--- src/hdl/mbc_pkg.sv ---
// constants, timing counts and carrier types of the broadcast master
// assumes a 250 MHz system clock and a fast-mode two-wire bus
package mbc_pkg;

  // ***************************************************************
  // timing
  // ***************************************************************
  localparam int CLK_NS    = 4;
  localparam int T_LOW_NS  = 1300;
  localparam int T_HIGH_NS = 600;
  localparam int T_BUF_NS  = 600;
  // one bit is four quarters: two low, two high; a quarter also covers bus free and setup/hold
  localparam int QTR_CYC   = (T_LOW_NS / 2 + CLK_NS - 1) / CLK_NS;
  localparam logic [7:0] QTR_LOAD = 8'(QTR_CYC - 1);

  // ***************************************************************
  // bus codes
  // ***************************************************************
  localparam logic [7:0] ADDR_BCAST_WR = 8'h00;
  localparam logic [7:0] ADDR_BCAST_RD = 8'h01;
  localparam logic [3:0] ACK_BIT       = 4'h8;
  localparam logic [3:0] LAST_DATA_BIT = 4'h7;

  // byte position inside a transaction
  localparam logic [1:0] STG_ADDR   = 2'h0;
  localparam logic [1:0] STG_PTR    = 2'h1;
  localparam logic [1:0] STG_THIRD  = 2'h2;
  localparam logic [1:0] STG_SLOTS  = 2'h3;

  // ***************************************************************
  // types
  // ***************************************************************
  typedef struct packed {
    logic       is_read;
    logic [2:0] last_slot;
    logic [7:0] ptr;
    logic [7:0] data;
  } mbc_cmd_type;

  typedef struct packed {
    logic [2:0] slot;
    logic [7:0] data;
  } mbc_rd_type;

  typedef enum logic [2:0] {
    ST_IDLE  = 3'h0,
    ST_FREE  = 3'h1,
    ST_START = 3'h3,
    ST_BIT   = 3'h2,
    ST_STOP  = 3'h6
  } mbc_state_type;

endpackage

--- src/hdl/mbc_buf.sv ---
// two-entry buffer for read bytes, head entry always in slot 0
// assumes the writer only pushes while in_ready_o is high
`timescale 1ns/1ps
module mbc_buf (
  // clock and reset
  input  wire logic                CLK_SYS_I,
  input  wire logic                RST_I,
  // fill side
  input  wire logic                in_valid_i,
  input  wire mbc_pkg::mbc_rd_type in_data_i,
  output logic                     in_ready_o,
  // drain side
  output logic                     out_valid_o,
  output mbc_pkg::mbc_rd_type      out_data_o,
  input  wire logic                out_ready_i
);

  logic                vld0_ff;
  logic                vld1_ff;
  mbc_pkg::mbc_rd_type ent0_ff;
  mbc_pkg::mbc_rd_type ent1_ff;
  logic                pop;

  assign pop         = vld0_ff && out_ready_i;
  assign in_ready_o  = !vld1_ff;
  assign out_valid_o = vld0_ff;
  assign out_data_o  = ent0_ff;

  always_ff @(posedge CLK_SYS_I or posedge RST_I) begin
    if (RST_I) begin
      vld0_ff <= 1'b0;
      vld1_ff <= 1'b0;
      ent0_ff <= '0;
      ent1_ff <= '0;
    end else if (in_valid_i && !pop) begin
      if (!vld0_ff) begin
        ent0_ff <= in_data_i;
        vld0_ff <= 1'b1;
      end else begin
        ent1_ff <= in_data_i;
        vld1_ff <= 1'b1;
      end
    end else if (pop && !in_valid_i) begin
      ent0_ff <= ent1_ff;
      vld0_ff <= vld1_ff;
      vld1_ff <= 1'b0;
    end else if (pop && in_valid_i) begin
      if (vld1_ff) begin
        ent0_ff <= ent1_ff;
        ent1_ff <= in_data_i;
      end else begin
        ent0_ff <= in_data_i;
      end
    end
  end

endmodule

--- src/hdl/mbc_master.sv ---
// two-wire bus master issuing broadcast write and broadcast read transactions
// assumes open-drain bus wires resolved outside; pins are asynchronous to the clock
`timescale 1ns/1ps

module mbc_master (
  // clock and reset
  input  wire logic                CLK_SYS_I,
  input  wire logic                RST_I,
  // command
  input  wire logic                CMD_VALID_I,
  input  wire mbc_pkg::mbc_cmd_type CMD_I,
  output logic                     CMD_READY_O,
  // read bytes
  output logic                     RD_VALID_O,
  output mbc_pkg::mbc_rd_type      RD_O,
  input  wire logic                RD_READY_I,
  // status
  output logic                     DONE_O,
  output logic                     NACK_O,
  // bus pins
  input  wire logic                SCL_I,
  output logic                     SCL_O,
  output logic                     SCL_OE_N_O,
  input  wire logic                SDA_I,
  output logic                     SDA_O,
  output logic                     SDA_OE_N_O
);

  // ***************************************************************
  // pin synchronisers and quarter-bit divider
  // ***************************************************************
  logic [1:0] scl_sync_ff;
  logic [1:0] sda_sync_ff;
  logic       scl_s;
  logic       sda_s;
  logic [7:0] qcnt_ff;
  logic       tick;

  mbc_pkg::mbc_state_type state_ff;

  always_ff @(posedge CLK_SYS_I or posedge RST_I) begin
    if (RST_I) begin
      scl_sync_ff <= 2'h3;
      sda_sync_ff <= 2'h3;
    end else begin
      scl_sync_ff <= {scl_sync_ff[0], SCL_I};
      sda_sync_ff <= {sda_sync_ff[0], SDA_I};
    end
  end

  assign scl_s = scl_sync_ff[1];
  assign sda_s = sda_sync_ff[1];
  assign tick  = (qcnt_ff == 8'h00);

  always_ff @(posedge CLK_SYS_I or posedge RST_I) begin
    if (RST_I) begin
      qcnt_ff <= mbc_pkg::QTR_LOAD;
    end else if (state_ff == mbc_pkg::ST_IDLE || tick) begin
      qcnt_ff <= mbc_pkg::QTR_LOAD;
    end else begin
      qcnt_ff <= qcnt_ff - 8'h01;
    end
  end

  // ***************************************************************
  // transaction sequencer
  // ***************************************************************
  logic [1:0]           q_ff;
  logic [3:0]           bit_ff;
  logic [1:0]           stage_ff;
  logic [2:0]           slot_ff;
  logic [7:0]           sh_ff;
  logic                 rx_ff;
  logic                 ackbad_ff;
  logic                 free_ff;
  logic                 scl_oe_n_ff;
  logic                 sda_oe_n_ff;
  logic                 ready_ff;
  logic                 done_ff;
  logic                 nack_ff;
  logic                 push_ff;
  mbc_pkg::mbc_rd_type  push_data_ff;
  mbc_pkg::mbc_cmd_type cmd_ff;
  logic                 buf_ready;
  logic                 last_slot;
  logic                 stall;

  assign last_slot = (slot_ff == cmd_ff.last_slot);
  // clock stretching: the high phase only counts once the wire is really high
  assign stall = (q_ff == 2'h2 && !scl_s) ||
                 (state_ff == mbc_pkg::ST_BIT && q_ff == 2'h0 && rx_ff &&
                  bit_ff == 4'h0 && !buf_ready);

  always_ff @(posedge CLK_SYS_I or posedge RST_I) begin
    if (RST_I) begin
      state_ff     <= mbc_pkg::ST_IDLE;
      q_ff         <= 2'h0;
      bit_ff       <= 4'h0;
      stage_ff     <= mbc_pkg::STG_ADDR;
      slot_ff      <= 3'h0;
      sh_ff        <= 8'h00;
      rx_ff        <= 1'b0;
      ackbad_ff    <= 1'b0;
      free_ff      <= 1'b0;
      scl_oe_n_ff  <= 1'b1;
      sda_oe_n_ff  <= 1'b1;
      ready_ff     <= 1'b0;
      done_ff      <= 1'b0;
      nack_ff      <= 1'b0;
      push_ff      <= 1'b0;
      push_data_ff <= '0;
      cmd_ff       <= '0;
    end else begin
      done_ff <= 1'b0;
      push_ff <= 1'b0;
      case (state_ff)
        mbc_pkg::ST_IDLE: begin
          ready_ff <= 1'b1;
          free_ff  <= 1'b0;
          if (CMD_VALID_I && ready_ff) begin
            cmd_ff   <= CMD_I;
            ready_ff <= 1'b0;
            nack_ff  <= 1'b0;
            stage_ff <= mbc_pkg::STG_ADDR;
            q_ff     <= 2'h0;
            state_ff <= mbc_pkg::ST_FREE;
          end
        end
        mbc_pkg::ST_FREE: begin
          // both lines high over a full quarter also gives the bus free time
          if (tick) begin
            free_ff <= scl_s && sda_s;
            if (free_ff && scl_s && sda_s) begin
              state_ff <= mbc_pkg::ST_START;
            end
          end
        end
        mbc_pkg::ST_START: begin
          // also serves as repeated start between pointer write and read
          if (tick && !stall) begin
            q_ff <= q_ff + 2'h1;
            case (q_ff)
              2'h0: sda_oe_n_ff <= 1'b1;
              2'h1: scl_oe_n_ff <= 1'b1;
              2'h2: sda_oe_n_ff <= 1'b0;
              default: begin
                scl_oe_n_ff <= 1'b0;
                bit_ff      <= 4'h0;
                rx_ff       <= 1'b0;
                state_ff    <= mbc_pkg::ST_BIT;
                sh_ff       <= (stage_ff == mbc_pkg::STG_ADDR) ? mbc_pkg::ADDR_BCAST_WR
                                                               : mbc_pkg::ADDR_BCAST_RD;
              end
            endcase
          end
        end
        mbc_pkg::ST_BIT: begin
          if (tick && !stall) begin
            q_ff <= q_ff + 2'h1;
            case (q_ff)
              2'h0: begin
                if (bit_ff != mbc_pkg::ACK_BIT) begin
                  sda_oe_n_ff <= rx_ff | sh_ff[7];
                end else begin
                  sda_oe_n_ff <= !rx_ff | last_slot;
                end
              end
              2'h1: scl_oe_n_ff <= 1'b1;
              2'h2: begin
                if (bit_ff != mbc_pkg::ACK_BIT) begin
                  sh_ff <= {sh_ff[6:0], sda_s};
                end else begin
                  ackbad_ff <= sda_s;
                end
              end
              default: begin
                scl_oe_n_ff <= 1'b0;
                if (bit_ff != mbc_pkg::ACK_BIT) begin
                  bit_ff <= bit_ff + 4'h1;
                  if (rx_ff && bit_ff == mbc_pkg::LAST_DATA_BIT) begin
                    push_ff      <= 1'b1;
                    push_data_ff <= '{slot: slot_ff, data: sh_ff};
                  end
                end else begin
                  bit_ff <= 4'h0;
                  if (!rx_ff && ackbad_ff) begin
                    nack_ff  <= 1'b1;
                    state_ff <= mbc_pkg::ST_STOP;
                  end else begin
                    case (stage_ff)
                      mbc_pkg::STG_ADDR: begin
                        stage_ff <= mbc_pkg::STG_PTR;
                        sh_ff    <= cmd_ff.ptr;
                      end
                      mbc_pkg::STG_PTR: begin
                        stage_ff <= mbc_pkg::STG_THIRD;
                        sh_ff    <= cmd_ff.data;
                        if (cmd_ff.is_read) begin
                          state_ff <= mbc_pkg::ST_START;
                        end
                      end
                      mbc_pkg::STG_THIRD: begin
                        if (cmd_ff.is_read) begin
                          stage_ff <= mbc_pkg::STG_SLOTS;
                          rx_ff    <= 1'b1;
                          slot_ff  <= 3'h0;
                        end else begin
                          state_ff <= mbc_pkg::ST_STOP;
                        end
                      end
                      default: begin
                        // the master alone chooses how many slots to clock
                        if (last_slot) begin
                          state_ff <= mbc_pkg::ST_STOP;
                        end else begin
                          slot_ff <= slot_ff + 3'h1;
                        end
                      end
                    endcase
                  end
                end
              end
            endcase
          end
        end
        mbc_pkg::ST_STOP: begin
          if (tick && !stall) begin
            q_ff <= q_ff + 2'h1;
            case (q_ff)
              2'h0: sda_oe_n_ff <= 1'b0;
              2'h1: scl_oe_n_ff <= 1'b1;
              2'h2: sda_oe_n_ff <= 1'b0;
              default: begin
                sda_oe_n_ff <= 1'b1;
                rx_ff       <= 1'b0;
                done_ff     <= 1'b1;
                state_ff    <= mbc_pkg::ST_IDLE;
              end
            endcase
          end
        end
        default: begin
          state_ff    <= mbc_pkg::ST_IDLE;
          scl_oe_n_ff <= 1'b1;
          sda_oe_n_ff <= 1'b1;
        end
      endcase
    end
  end

  // ***************************************************************
  // read byte buffer and outputs
  // ***************************************************************
  mbc_buf u_buf (
    .CLK_SYS_I   (CLK_SYS_I),
    .RST_I       (RST_I),
    .in_valid_i  (push_ff),
    .in_data_i   (push_data_ff),
    .in_ready_o  (buf_ready),
    .out_valid_o (RD_VALID_O),
    .out_data_o  (RD_O),
    .out_ready_i (RD_READY_I)
  );

  assign CMD_READY_O = ready_ff;
  assign DONE_O      = done_ff;
  assign NACK_O      = nack_ff;
  // open drain: only ever pull low, release by lifting the enable
  assign SCL_O       = 1'b0;
  assign SDA_O       = 1'b0;
  assign SCL_OE_N_O  = scl_oe_n_ff;
  assign SDA_OE_N_O  = sda_oe_n_ff;

endmodule

--- config.mk ---
export PLATFORM = sky130hd
export DESIGN_NAME = mbc_master
export DESIGN_NICKNAME = d
export VERILOG_FILES = /design/src/hdl/mbc_pkg.sv /design/src/hdl/mbc_buf.sv /design/src/hdl/mbc_master.sv
export SDC_FILE = /design/constraint.sdc
export NUM_CORES = 1
export LEC_CHECK = 0
export BUFFER_PORTS_ARGS = -buffer_cell sky130_fd_sc_hd__buf_2
export CAP_MARGIN = 20
export CORE_UTILIZATION = 50
export DETAILED_ROUTE_END_ITERATION = 8
export PLACE_DENSITY_LB_ADDON = 0.12
export SETUP_SLACK_MARGIN = 0.02
export SLEW_MARGIN = 20
export SYNTH_ARGS = -nofsm -noshare
export SYNTH_HDL_FRONTEND = slang
export SYNTH_SLANG_ARGS = --single-unit
--- constraint.sdc ---
create_clock -name CLK_SYS_I -period 7.1 [get_ports CLK_SYS_I]
set_input_delay 2.13 -clock CLK_SYS_I [delete_from_list [all_inputs] [get_ports CLK_SYS_I]]
set_output_delay 2.13 -clock CLK_SYS_I [all_outputs]
set_load 0.01 [all_outputs]
Word-level counts from Yosys, hierarchy flattened
Index checks and enable logic that the tools add are counted.
- input port bits: 26
- register bits: 98
- output and inout bits: 19
- word-level logic and storage cells: 253
- reductions and logical operators: 62
- bitwise operators: 7
- equal/unequal tests: 50
- add/sub/neg operators: 4
- muxes and demuxes: 100
- operators with widths (operator ; number):
    $mux 11 ; 10
    $mux 8 ; 7
    $mux 3 ; 16
    $pmux 8 s2 ; 3
    $mux 1 ; 37
    $ne 2x2->1 const B ; 17
    $ne 2x1->1 const B ; 11
    $mux 4 ; 5
    $reduce_and 9->1 ; 2
    $logic_and 1x1->1 ; 16
    $reduce_and 8->1 ; 2
    $reduce_bool 2->1 ; 8
    $pmux 3 s5 ; 1
    $reduce_and 5->1 ; 3
    $mux 2 ; 7
    $reduce_and 14->1 ; 1
    $ne 3x3->1 const B ; 4
    $ne 4x4->1 const B ; 3
    $pmux 1 s2 ; 6
    $reduce_or 2->1 ; 6
    $pmux 3 s3 ; 1
    $logic_not 8->1 ; 1
    $pmux 2 s2 ; 2
    $pmux 4 s2 ; 1
    33 further kinds ; 53

Depth between registers and ports, before layout
Gate-level depths: netlist of run 1.
- word-level depth: 10
- depth in mapped cells: 8
- gate-level depth less buffers: 7

Cells and area by module
Synthesis of run 1 repeated with hierarchy kept, for this count alone.
- cell total of the unflattened synthesis: 444
- area, all modules: 4919.7 sq um
- by module, submodules not included (module ; sequential area each (sq um) ; times used ; area an instance (sq um) ; cells each):
    mbc_master ; 1863.0 ; 1 ; 3847.4 ; 342
    mbc_buf ; 600.6 ; 1 ; 1072.3 ; 102

Least setup slack after synthesis of run 1
No wires, ideal clock.
- kind: input -> register
- from: input RD_READY_I
- to: register u_buf.ent0_ff (netlist bit u_buf.out_data_o[0])
- path slack: 3508 ps
- required time: 6967 ps
- library setup time: 133 ps
- stages on the path: 7
- path buffers: 1
- arrival: 3459 ps
- cells stage by stage: nand2_1 -> inv_1 -> ha_1 -> o21ai_0 -> clkbuf_1 -> mux2i_1 -> o21ai_0
- longest elaborated chain between the ends: 5
- elaborated cells between the ends (all ways): 10
- classes of those cells: eq/ne: 1; mux: 2; reduce/logical: 7
- ends and longest elaborated chain (item ; RTL line ; source):
    start, declared ; mbc_master.sv:16 ; input wire logic RD_READY_I,
    $logic_and 1x1->1 * ; mbc_buf.sv:24 ; assign pop = vld0_ff && out_ready_i;
    $logic_not 1->1 ; mbc_buf.sv:35 ; end else if (in_valid_i && !pop) begin
    $logic_and 1x1->1 ; mbc_buf.sv:35 ;
    $ne 2x2->1 (no line) / $reduce_bool 3->1 (equally long branches) ; n/a ;
    $reduce_and 2->1 (no line) ; n/a ;
    end signal, assigned ; mbc_buf.sv:37 ; ent0_ff <= in_data_i;
    end signal, assigned ; mbc_buf.sv:44 ; ent0_ff <= ent1_ff;
    end signal, assigned ; mbc_buf.sv:49 ; ent0_ff <= ent1_ff;
    end, declared ; mbc_buf.sv:20 ; mbc_pkg::mbc_rd_type ent0_ff;
Every way passes the cells marked *; elsewhere a longest branch is shown, timed or not.
A chain may end at the register's enable or synchronous reset.

Worst setup path after layout of run 1
- from: input RD_READY_I
- to: register u_buf.ent1_ff[6] (netlist name)
- longest elaborated chain between the ends: 5
- elaborated cells between the ends (all ways): 11
- classes of those cells: eq/ne: 2; mux: 1; reduce/logical: 8
- ends and longest elaborated chain (item ; RTL line ; source):
    $logic_and 1x1->1 * ; mbc_buf.sv:24 ;
    $logic_not 1->1 ; mbc_buf.sv:35 ;
    $logic_and 1x1->1 ; mbc_buf.sv:35 ;
    $ne 2x1->1 (no line) / $reduce_bool 2->1 (equally long branches) ; n/a ;
    $reduce_and 4->1 (no line) ; n/a ;
    end signal, assigned ; mbc_buf.sv:40 ; ent1_ff <= in_data_i;
    end signal, assigned ; mbc_buf.sv:50 ; ent1_ff <= in_data_i;
    end, declared ; mbc_buf.sv:21 ; mbc_pkg::mbc_rd_type ent1_ff;
Marked as above.

==> results.cfg, run 1 <==
[critical_path]
r2r_end = push_data_ff[9]
cp.required_ns = 7.36
cp_max_fo = 11
crit_type = in -> reg
crit_arrival_ns = 3.92
r2r_cells = 7
setup.worst_path.start = RD_READY_I
start_kind = input pin
cp-endpoint = u_buf.ent1_ff[6]
cp-end-kind = flip-flop
worst-r2r-setup-slack_ns = 4.18
reg2reg_from = q_ff[0]

[power_and_ir_drop]
power.leakage_nw = 2.61
irDropWorstVdd_v = 0.000165
p_per_area_nw_per_um2 = 305
fin_total_pwr_mw = 1.65

[floorplan]
fp.dieH_um = 101
initial_core_util_pct = 52.3
std_cell_rows = 35
io_pins = 45
core_um2 = 9370
die_w_um = 101
die_area_um2 = 10200

[drt]
drtIter0Drc = 195
vias_per_cell = 5.44
routedWlPerCell_um = 14.8
routed_wl_um = 8900
firstDrtPassIters = 5
drc_errors = 0
vias = 3279
ant_nets = 0

[status]
status = finished clean

[grt]
grt_first_pass_wirelength_um = 15400
grt_pass1_vias = 3163
antenna_found_initial = 0
grt_usage_pct = 19.4
grt_max_degree = 68
grt_overflow = 0

[placement]
placed_area_um2 = 5170
preCtsSetupSlack_ns = 3.02
io_buffers = 42
hpwl_um = 6290
routabilityCongestion = 0.848

[synthesis]
synthXorXnorAreaFrac_pct = 1.61
synth_top_family_by_area = multiplexers
yosysSeqAreaShare_pct = 50.3
ys.flop_type = dfrtp_1
syn_avg_cell_area_um2 = 11.3
synth-edff-count = 0
synth-simple-area-share_pct = 12.7
syn_inst = 433
netlist_area_um2 = 4900
yosys_warnings = 0
synth_cell_types = 64
async_flop_share_pct = 100
yosys-mux-area-fraction_pct = 16.9
ys_seq_elements = 98
synth_compound_area_share_pct = 10.5
synthAdderAreaFrac_pct = 4.09

[sta]
tightest_slew_ns = 0.962
period_share_pct = 51.5
fin_setup_tns_ns = 0
fmax_ghz = 0.273
slew_headroom_pct = 35.8
rsz0062_at_grt = no
fin_ws_ns = 3.44
period_minus_slack_ns = 3.66
finalHoldViolations = 0
maxSlewViolCount = 0
skew_ns = 0.0190
setup_violations = 0

[cts]
cts_hold_buf = 0
clock_sinks = 98
h-tree-depth = 3
cts_setup_buffers = 0
cts_root_buffer = clkbuf_8
cts.repair.resized = 0
numCtsBuffers = 9
clock_latency_ns = 0.37
clock_path_buffers = 2
tritoncts = yes
path_clk_slew_ns = 0.10

[layout]
num_antenna_cells = 0
drive_gt1_share_pct = 28.1
nNetsFinal = 511
nFillCells = 838
final_common_cell = dfrtp_1
final_cell_mix = 89 x dfrtp_1, 43 x mux2_2, 42 x buf_2, 38 x nor2_1, 32 x nand2_1
final_area_um2 = 5400
fin_util_pct = 57.7
area_growth_pct = 10.3

[hold_path]
min_path_type = reg -> reg

[flow_run]
drv_cap = 0
==> registers in the layout (all words and copies together), names as in the netlist <==
signal             cells
CMD_READY_O            1
DONE_O                 1
NACK_O                 1
SCL_OE_N_O             1
SDA_OE_N_O             1
ackbad_ff              1
bit_ff                 4
cmd_ff                20
free_ff                1
push_data_ff          11
push_ff                1
q_ff                   2
qcnt_ff                8
rx_ff                  1
scl_sync_ff            2
sda_sync_ff            2
sh_ff                  8
slot_ff                3
stage_ff               2
state_ff               3
u_buf.ent1_ff         11
u_buf.out_data_o      11
u_buf.out_valid_o      1
u_buf.vld1_ff          1
==> worst min path at each step <==
stage | from | end | slack [ns] | cells past startpoint
floorplan | scl_sync_ff[0] | scl_sync_ff[1] | 0.35 | 0
global placement | scl_sync_ff[0] | scl_sync_ff[1] | 0.35 | 0
detailed placement | scl_sync_ff[0] | scl_sync_ff[1] | 0.35 | 0
CTS | scl_sync_ff[0] | scl_sync_ff[1] | 0.36 | 0
global route | sda_sync_ff[0] | sda_sync_ff[1] | 0.36 | 0
finish | sda_sync_ff[0] | sda_sync_ff[1] | 0.36 | 0
==> synthesized netlist by cell type (all sizes together), types with 2 or more instances <==
| cell | instances | area share (%) |
|---|---|---|
| a2111oi | 2 | 0.36 |
| a211oi | 2 | 0.31 |
| a21oi | 18 | 1.8 |
| a31oi | 5 | 0.64 |
| and3 | 3 | 0.38 |
| buf | 8 | 1.4 |
| clkbuf | 12 | 0.92 |
| dfrtp | 89 | 45 |
| dfstp | 9 | 4.8 |
| ha | 16 | 4.1 |
| inv | 19 | 1.5 |
| mux2 | 52 | 13 |
| mux2i | 21 | 4.3 |
| nand2 | 32 | 2.5 |
| nand2b | 5 | 0.64 |
| nand3 | 6 | 0.61 |
| nand3b | 3 | 0.71 |
| nand4 | 2 | 0.26 |
| nand4b | 2 | 0.36 |
| nor2 | 38 | 2.9 |
| nor2b | 3 | 0.38 |
| nor3 | 8 | 1.1 |
| nor3b | 4 | 0.61 |
| nor4 | 4 | 0.94 |
| o2111ai | 2 | 0.36 |
| o211ai | 2 | 0.31 |
| o21a | 4 | 0.61 |
| o21ai | 25 | 2.6 |
| o22a | 2 | 0.36 |
| o31ai | 4 | 0.61 |
| or4 | 2 | 0.31 |
| xnor2 | 7 | 1.3 |
| xor2 | 2 | 0.36 |
==> per-stage QoR <==
step                      hold WS (ns)  std cells
after CTS                        0.361        602
after floorplan                  0.345        434
after detailed placement         0.347        586
after global routing             0.364        603
after global placement           0.347        586
final                            0.360        603
==> logic make-up after synthesis <==
group,Yosys count
muxes,73
and+or+nand+nor,118
adders and majority gates,16
AOI/OAI and AO/OA,79
xor gates and xnor gates,9
DFF,98
buffers and inverters,39
other,1
==> cell type report <==
cell class                 instances  area [µm²]  area share [%]
multi-input combinational        297        2260            41.8
inverter                          19        73.8            1.37
clock buffer                       9         124            2.29
timing repair buffer              44         233            4.31
tap                              129         161            2.99
clock inverter                     7        90.1            1.67
sequential                        98        2460            45.6
==> metal layers <==
| metal | GRT usage [%] | wire [µm] |
|---|---|---|
| met1 | 27.0 | 4370 |
| met2 | 30.0 | 4070 |
| met3 | 4.09 | 339 |
| met4 | 7.02 | 123 |
| met5 | 0 | 0 |
==> power by group <==
part | internal [mW] | total (mW) | leakage, nW | switching, mW
clock network | 0.174 | 0.390 | 0.110 | 0.216
logic | 0.221 | 0.483 | 1.23 | 0.262
registers | 0.673 | 0.774 | 1.27 | 0.101
total | 1.07 | 1.65 | 2.61 | 0.579
==> worst max-delay path: stages <==
cell	delay [ns]
buf_2	0.07
nand2_1	0.08
ha_1	0.24
inv_1	0.12
nand3_1	0.08
a21oi_1	0.77
mux2_2	0.41
Note: power is estimated with default switching activity, not from simulation.
==> run 2, diff against run 1 <==
==> constraint.sdc (replaced) <==
create_clock -name CLK_SYS_I -period 3.55 [get_ports CLK_SYS_I]
set_input_delay 1.065 -clock CLK_SYS_I [delete_from_list [all_inputs] [get_ports CLK_SYS_I]]
set_output_delay 1.065 -clock CLK_SYS_I [all_outputs]
set_load 0.01 [all_outputs]
==> run 2 against run 1 <==
First-iteration DRC count fell by 21%. Critical path type is now reg -> reg. Power rose by 100%. Clock power rose by 100%. Final cell count rose by 0.83%. Cell area rose by 0.79%. Wire length rose by 2.5%. Highest routed layer unchanged. Sequential share of layout area fell by 0.36 points.
==> results.cfg, run 2 (synthesis gave the netlist of run 1 again) <==
[grt]
grt_max_degree = 99
grt_usage_pct = 19.8
grt_first_pass_wirelength_um = 15700
grt_overflow = 0
antenna_found_initial = 0
grt_pass1_vias = 3207

[critical_path]
cp_max_fo = 20
r2r_end = push_data_ff[8]
worstPathBufferInverterCount = 1
worst-r2r-setup-slack_ns = 0.63
crit_type = reg -> reg
start_kind = flip-flop
crit_slowest_cell = nor3_4
path_cells = inv_1 -> ha_1 -> nor2b_1 -> and4bb_2 -> nand3b_4 -> nor3_4 -> mux2_2
cp_top_family = simple AND/OR/NAND/NOR gates
worst_path_largest_cell_delay_ns = 0.65
cp-end-kind = flip-flop
cp.required_ns = 3.80
crit_arrival_ns = 3.16
reg2reg_from = q_ff[0]
r2r_cells = 7

[cts]
clock_latency_ns = 0.37
clock_sinks = 98
cts.repair.resized = 0
path_clk_slew_ns = 0.10
clock_path_buffers = 2
tritoncts = yes
numCtsBuffers = 9
cts_hold_buf = 0
cts_root_buffer = clkbuf_8
h-tree-depth = 3
cts_setup_buffers = 0

[status]
status = finished clean

[hold_path]
min_from = scl_sync_ff[0]
min_path_type = reg -> reg
min_to = scl_sync_ff[1]
min_path_cells = 0

[drt]
ant_nets = 0
vias = 3309
met1_length_um = 4620
drtIter0Drc = 154
wl_met2_um = 4100
firstDrtPassIters = 5
routedWlPerCell_um = 15.0
vias_per_cell = 5.44
top_layer = met4
drc_errors = 0
routed_wl_um = 9130
wl_met3_um = 256

[layout]
drive_gt1_share_pct = 28.6
area_growth_pct = 11.1
nNetsFinal = 516
final_cell_mix = 89 x dfrtp_1, 43 x mux2_2, 42 x buf_2, 38 x nor2_1, 32 x nand2_1
instances_no_fill = 608
largest_reg_flops = 20
top_register = cmd_ff
final_common_cell = dfrtp_1
num_antenna_cells = 0
final_area_um2 = 5450

[sta]
tightest_slew_ns = 0.718
fin_setup_tns_ns = 0
rsz0062_at_grt = no
slew_headroom_pct = 52.0
fmax_ghz = 0.343
period_minus_slack_ns = 2.92
skew_ns = 0.0181
setup_violations = 0
maxSlewViolCount = 0
period_share_pct = 82.2
finalHoldViolations = 0

[placement]
io_buffers = 42
routabilityCongestion = 0.901
placed_area_um2 = 5230
hpwl_um = 6490
dp_cells = 592

[floorplan]
fp.dieH_um = 101
die_area_um2 = 10200
std_cell_rows = 35
die_w_um = 101
io_pins = 45
initial_core_util_pct = 52.3
core_um2 = 9370

[power_and_ir_drop]
p_comb_share_pct = 30.6
p_sw_share_pct = 35.6
p_per_area_nw_per_um2 = 615
internal_power_mw = 2.16
irDropWorstVdd_v = 0.000353
switchingPower_mw = 1.19
clkPwrFrac_pct = 23.3
sequentialPowerShare_pct = 46.1
power.leakage_nw = 2.63

[flow_run]
drv_cap = 0
[run 2: power groups by stage]
stage / Sequential, mW / Combinational (mW) / Clock (mW)
after global routing: 1.58 / 1.15 / 0.840
after floorplan: 1.48 / 0.838 / 0
final: 1.54 / 1.02 / 0.781
after global placement: 1.56 / 0.996 / 0
after CTS: 1.54 / 1.02 / 0.791
after detailed placement: 1.57 / 1.02 / 0
[run 2: per-layer routing]
layer | vias up | GRT usage, %
met5 | - | 0
met4 | 0 | 7.13
met3 | 16 | 3.05
met2 | 63 | 31.0
met1 | 1621 | 27.9
li1 | 1609 | -
[run 2: how the worst max path moves through the flow]
stage | start | to | slack [ns] | cells past startpoint
CTS | q_ff[0] | push_data_ff[8] | 0.64 | 7
global route | q_ff[0] | push_data_ff[8] | 0.42 | 7
global placement | q_ff[0] | push_data_ff[8] | 0.79 | 7
floorplan | RD_READY_I | u_buf.out_data_o[0] | 1.02 | 7
detailed placement | q_ff[0] | push_data_ff[8] | 0.66 | 7
finish | q_ff[0] | push_data_ff[8] | 0.63 | 7
[run 2: cell type report]
| cell class | count | area, µm² |
|---|---|---|
| fillers | 825 | 3930 |
| repair buffers | 49 | 275 |
| clock buffers | 9 | 124 |
| well taps | 129 | 161 |
| inverters | 19 | 75.1 |
| multi-input cells | 297 | 2250 |
| flip-flops and latches | 98 | 2460 |
| clock inverters | 7 | 92.6 |
[run 2: worst register-to-register path, delay by kind of cell, from the launching register on]
family | cells | cell delay (ns)
adder cells (fa/ha/maj) | 1 | 0.44
buffers and inverters | 1 | 0.09
flip-flops | 1 | 0.43
multiplexers | 1 | 0.42
AND/OR/NAND/NOR | 4 | 1.44
[run 2: metrics by stage]
| step | hold slack, ns | util [%] | worst slack, ns | total power [mW] |
|---|---|---|---|---|
| 2_1_floorplan | 0.345 | - | 1.02 | 2.32 |
| 3_3_place_gp | 0.346 | 55.8 | 0.786 | 2.55 |
| 3_5_place_dp | 0.347 | 55.8 | 0.661 | 2.58 |
| 4_1_cts | 0.362 | 58.1 | 0.644 | 3.35 |
| 5_1_grt | 0.364 | 58.1 | 0.421 | 3.58 |
| 6_report | 0.361 | 58.1 | 0.632 | 3.35 |
==> run 3, diff against run 2 <==
--- a/config.mk
+++ b/config.mk
@@ -5,6 +5,7 @@
 export SDC_FILE = /design/constraint.sdc
 export NUM_CORES = 1
 export LEC_CHECK = 0
+export ABC_AREA = 1
 export BUFFER_PORTS_ARGS = -buffer_cell sky130_fd_sc_hd__buf_2
 export CAP_MARGIN = 20
 export CORE_UTILIZATION = 50
==> constraint.sdc (replaced) <==
create_clock -name CLK_SYS_I -period 2.6 [get_ports CLK_SYS_I]
set_input_delay 0.78 -clock CLK_SYS_I [delete_from_list [all_inputs] [get_ports CLK_SYS_I]]
set_output_delay 0.78 -clock CLK_SYS_I [all_outputs]
set_load 0.01 [all_outputs]
==> run 3 against run 2 <==
Largest power group unchanged. Via count is 21% higher. Power is 48% higher. Non-clock buffer count did not move. Clock power rose by 19%. Sequential power is 36% higher.
==> results.cfg, run 3 <==
[layout]
final_common_cell = nand2_1
final_cell_mix = 186 x nand2_1, 89 x dfrtp_1, 55 x nor2_1, 55 x inv_1, 52 x o21ai_0
area_growth_pct = 11.0
drive_gt1_share_pct = 15.8
top_register = cmd_ff
num_antenna_cells = 0
largest_reg_flops = 20
nNetsFinal = 701

[drt]
vias_per_cell = 5.05
firstDrtPassIters = 6
drc_errors = 0
ant_nets = 0
drtIter0Drc = 218
vias = 4003
routed_wl_um = 10100
routedWlPerCell_um = 12.7

[sta]
fin_setup_tns_ns = 0
maxSlewViolCount = 0
slew_headroom_pct = 65.3
period_share_pct = 79.6
period_minus_slack_ns = 2.07
finalHoldViolations = 0
setup_violations = 0
fmax_ghz = 0.483
tightest_slew_ns = 0.520
rsz0062_at_grt = no
timing.hold.ws_ns = 0.360
skew_ns = 0.0119

[cts]
clock_sinks = 98
clock_latency_ns = 0.36
path_clk_slew_ns = 0.10
clock_path_buffers = 2
cts_root_buffer = clkbuf_8
cts.repair.resized = 0
numCtsBuffers = 9
h-tree-depth = 3
cts_setup_buffers = 0
cts_hold_buf = 0
tritoncts = yes

[critical_path]
cp.required_ns = 2.86
cp-end-kind = flip-flop
crit_arrival_ns = 2.33
path_cells = inv_1 -> ha_1 -> inv_2 -> nor2_1 -> nor3_4 -> nand2_2 -> inv_1 -> nand2_1 -> nand2_2 -> nand2_4 -> nand2_1 -> nand2_1
start_kind = flip-flop
worst_path_largest_cell_delay_ns = 0.39
cp_max_fo = 19
crit_slowest_cell = dfrtp_1
cp_common_cell = nand2_1
worst-r2r-setup-slack_ns = 0.53
crit_type = reg -> reg
reg2reg_from = q_ff[0]
setup.worst_path.start = q_ff[0]

[synthesis]
synth_cell_types = 39
synth-edff-count = 0
ys_seq_elements = 98
yosys.area.top_type = dfrtp_1
yosys-mux-area-fraction_pct = 0
yosysMostFrequentCell = nand2_1
syn_inst = 616
synth.area.top_cells = dfrtp_1 45%, nand2_1 14%, o21ai_0 5.5%, dfstp_2 4.8%, inv_1 4.2%
syn_avg_cell_area_um2 = 8.04
netlist_area_um2 = 4950
async_flop_share_pct = 100
synth.top_cell.area_share_pct = 45.0
synthXorXnorAreaFrac_pct = 1.24
synthTopCellsByCount = 186 x nand2_1, 89 x dfrtp_1, 56 x inv_1
synth_top_family_by_area = simple AND/OR/NAND/NOR gates
yosysSeqAreaShare_pct = 49.8
ys.flop_type = dfrtp_1
synth_compound_area_share_pct = 10.8
synth-simple-area-share_pct = 26.9
yosys_warnings = 0
synthAdderAreaFrac_pct = 4.04

[placement]
routabilityCongestion = 0.941
hpwl_um = 7460
io_buffers = 42

[floorplan]
fp.dieH_um = 101
die_area_um2 = 10300
io_pins = 45
initial_core_util_pct = 52.6
core_um2 = 9420
std_cell_rows = 35
die_w_um = 101

[grt]
grt_usage_pct = 21.9
antenna_found_initial = 0
grt_max_degree = 45
grt_overflow = 0
grt_pass1_vias = 3994
grt_first_pass_wirelength_um = 17800

[power_and_ir_drop]
irDropWorstVdd_v = 0.000508
fin_total_pwr_mw = 4.95
p_per_area_nw_per_um2 = 901
power.leakage_nw = 2.77

[hold_path]
min_from = scl_sync_ff[0]
min_path_type = reg -> reg

[status]
status = finished clean

[flow_run]
drv_cap = 0
-- run 3: cell count changes after synthesis, moves of 21 or more --
cell	delta
inv_1	+37
mux2_2	-43
mux2i_1	-21
nand2_1	+154
nand3_1	+31
o21ai_0	+30
-- run 3: logic make-up after synthesis --
group / Yosys count
buf+inv: 85
other cells: 1
simple gates: 309
flops: 98
compound gates: 100
fa+ha+maj: 16
xor+xnor: 7
-- run 3: layer usage --
| metal | wire [µm] | share of wire [%] | track usage [%] | up-vias |
|---|---|---|---|---|
| met5 | 0 | 0 | 0 | - |
| met4 | 124 | 1.2 | 7.92 | 0 |
| met3 | 454 | 4.5 | 4.14 | 12 |
| met2 | 4570 | 45 | 35.4 | 112 |
| met1 | 4950 | 49 | 29.6 | 1818 |
| li1 | - | - | - | 2061 |
-- run 3: worst max-delay path: cells and delay by family, from the launching register on --
family | cells | cell delay [ns]
fa+ha+maj | 1 | 0.24
flops | 1 | 0.39
buf+inv | 3 | 0.40
simple gates | 8 | 0.93
-- run 3: layout make-up --
class	instances	area, µm²
Clock buffer	10	138
Clock inverter	6	48.8
Sequential cell	98	2460
Timing Repair Buffer	49	288
Multi-Input combinational cell	434	2140
Tap cell	129	161
Inverter	67	260
Fill cell	846	3920
-- run 3: power by group --
| group | total [mW] | leakage (nW) | internal, mW | switching (mW) |
|---|---|---|---|---|
| Combinational | 1.93 | 1.41 | 0.622 | 1.31 |
| Clock | 0.932 | 0.0912 | 0.386 | 0.546 |
| Sequential | 2.09 | 1.26 | 1.85 | 0.240 |
-- run 3: final timing paths --
check | endpoint | depth (start not counted)
worst max-delay path | sh_ff[0] | 12
min in group asynchronous | cmd_ff[12] | 2
worst min-delay path | scl_sync_ff[1] | 0
max in group asynchronous | SCL_OE_N_O | 3
worst max register to register | sh_ff[0] | 12
worst min register to register | scl_sync_ff[1] | 0
-- run 3: stage by stage --
step | cells | instance area [µm²] | worst slack (ns) | utilization [%]
after floorplan | 617 | 4960 | 0.616 | -
after global placement | 777 | 5310 | 0.609 | 56.4
after detailed placement | 777 | 5310 | 0.542 | 56.4
after CTS | 793 | 5500 | 0.539 | 58.4
after global routing | 793 | 5500 | 0.322 | 58.4
final | 793 | 5500 | 0.531 | 58.4
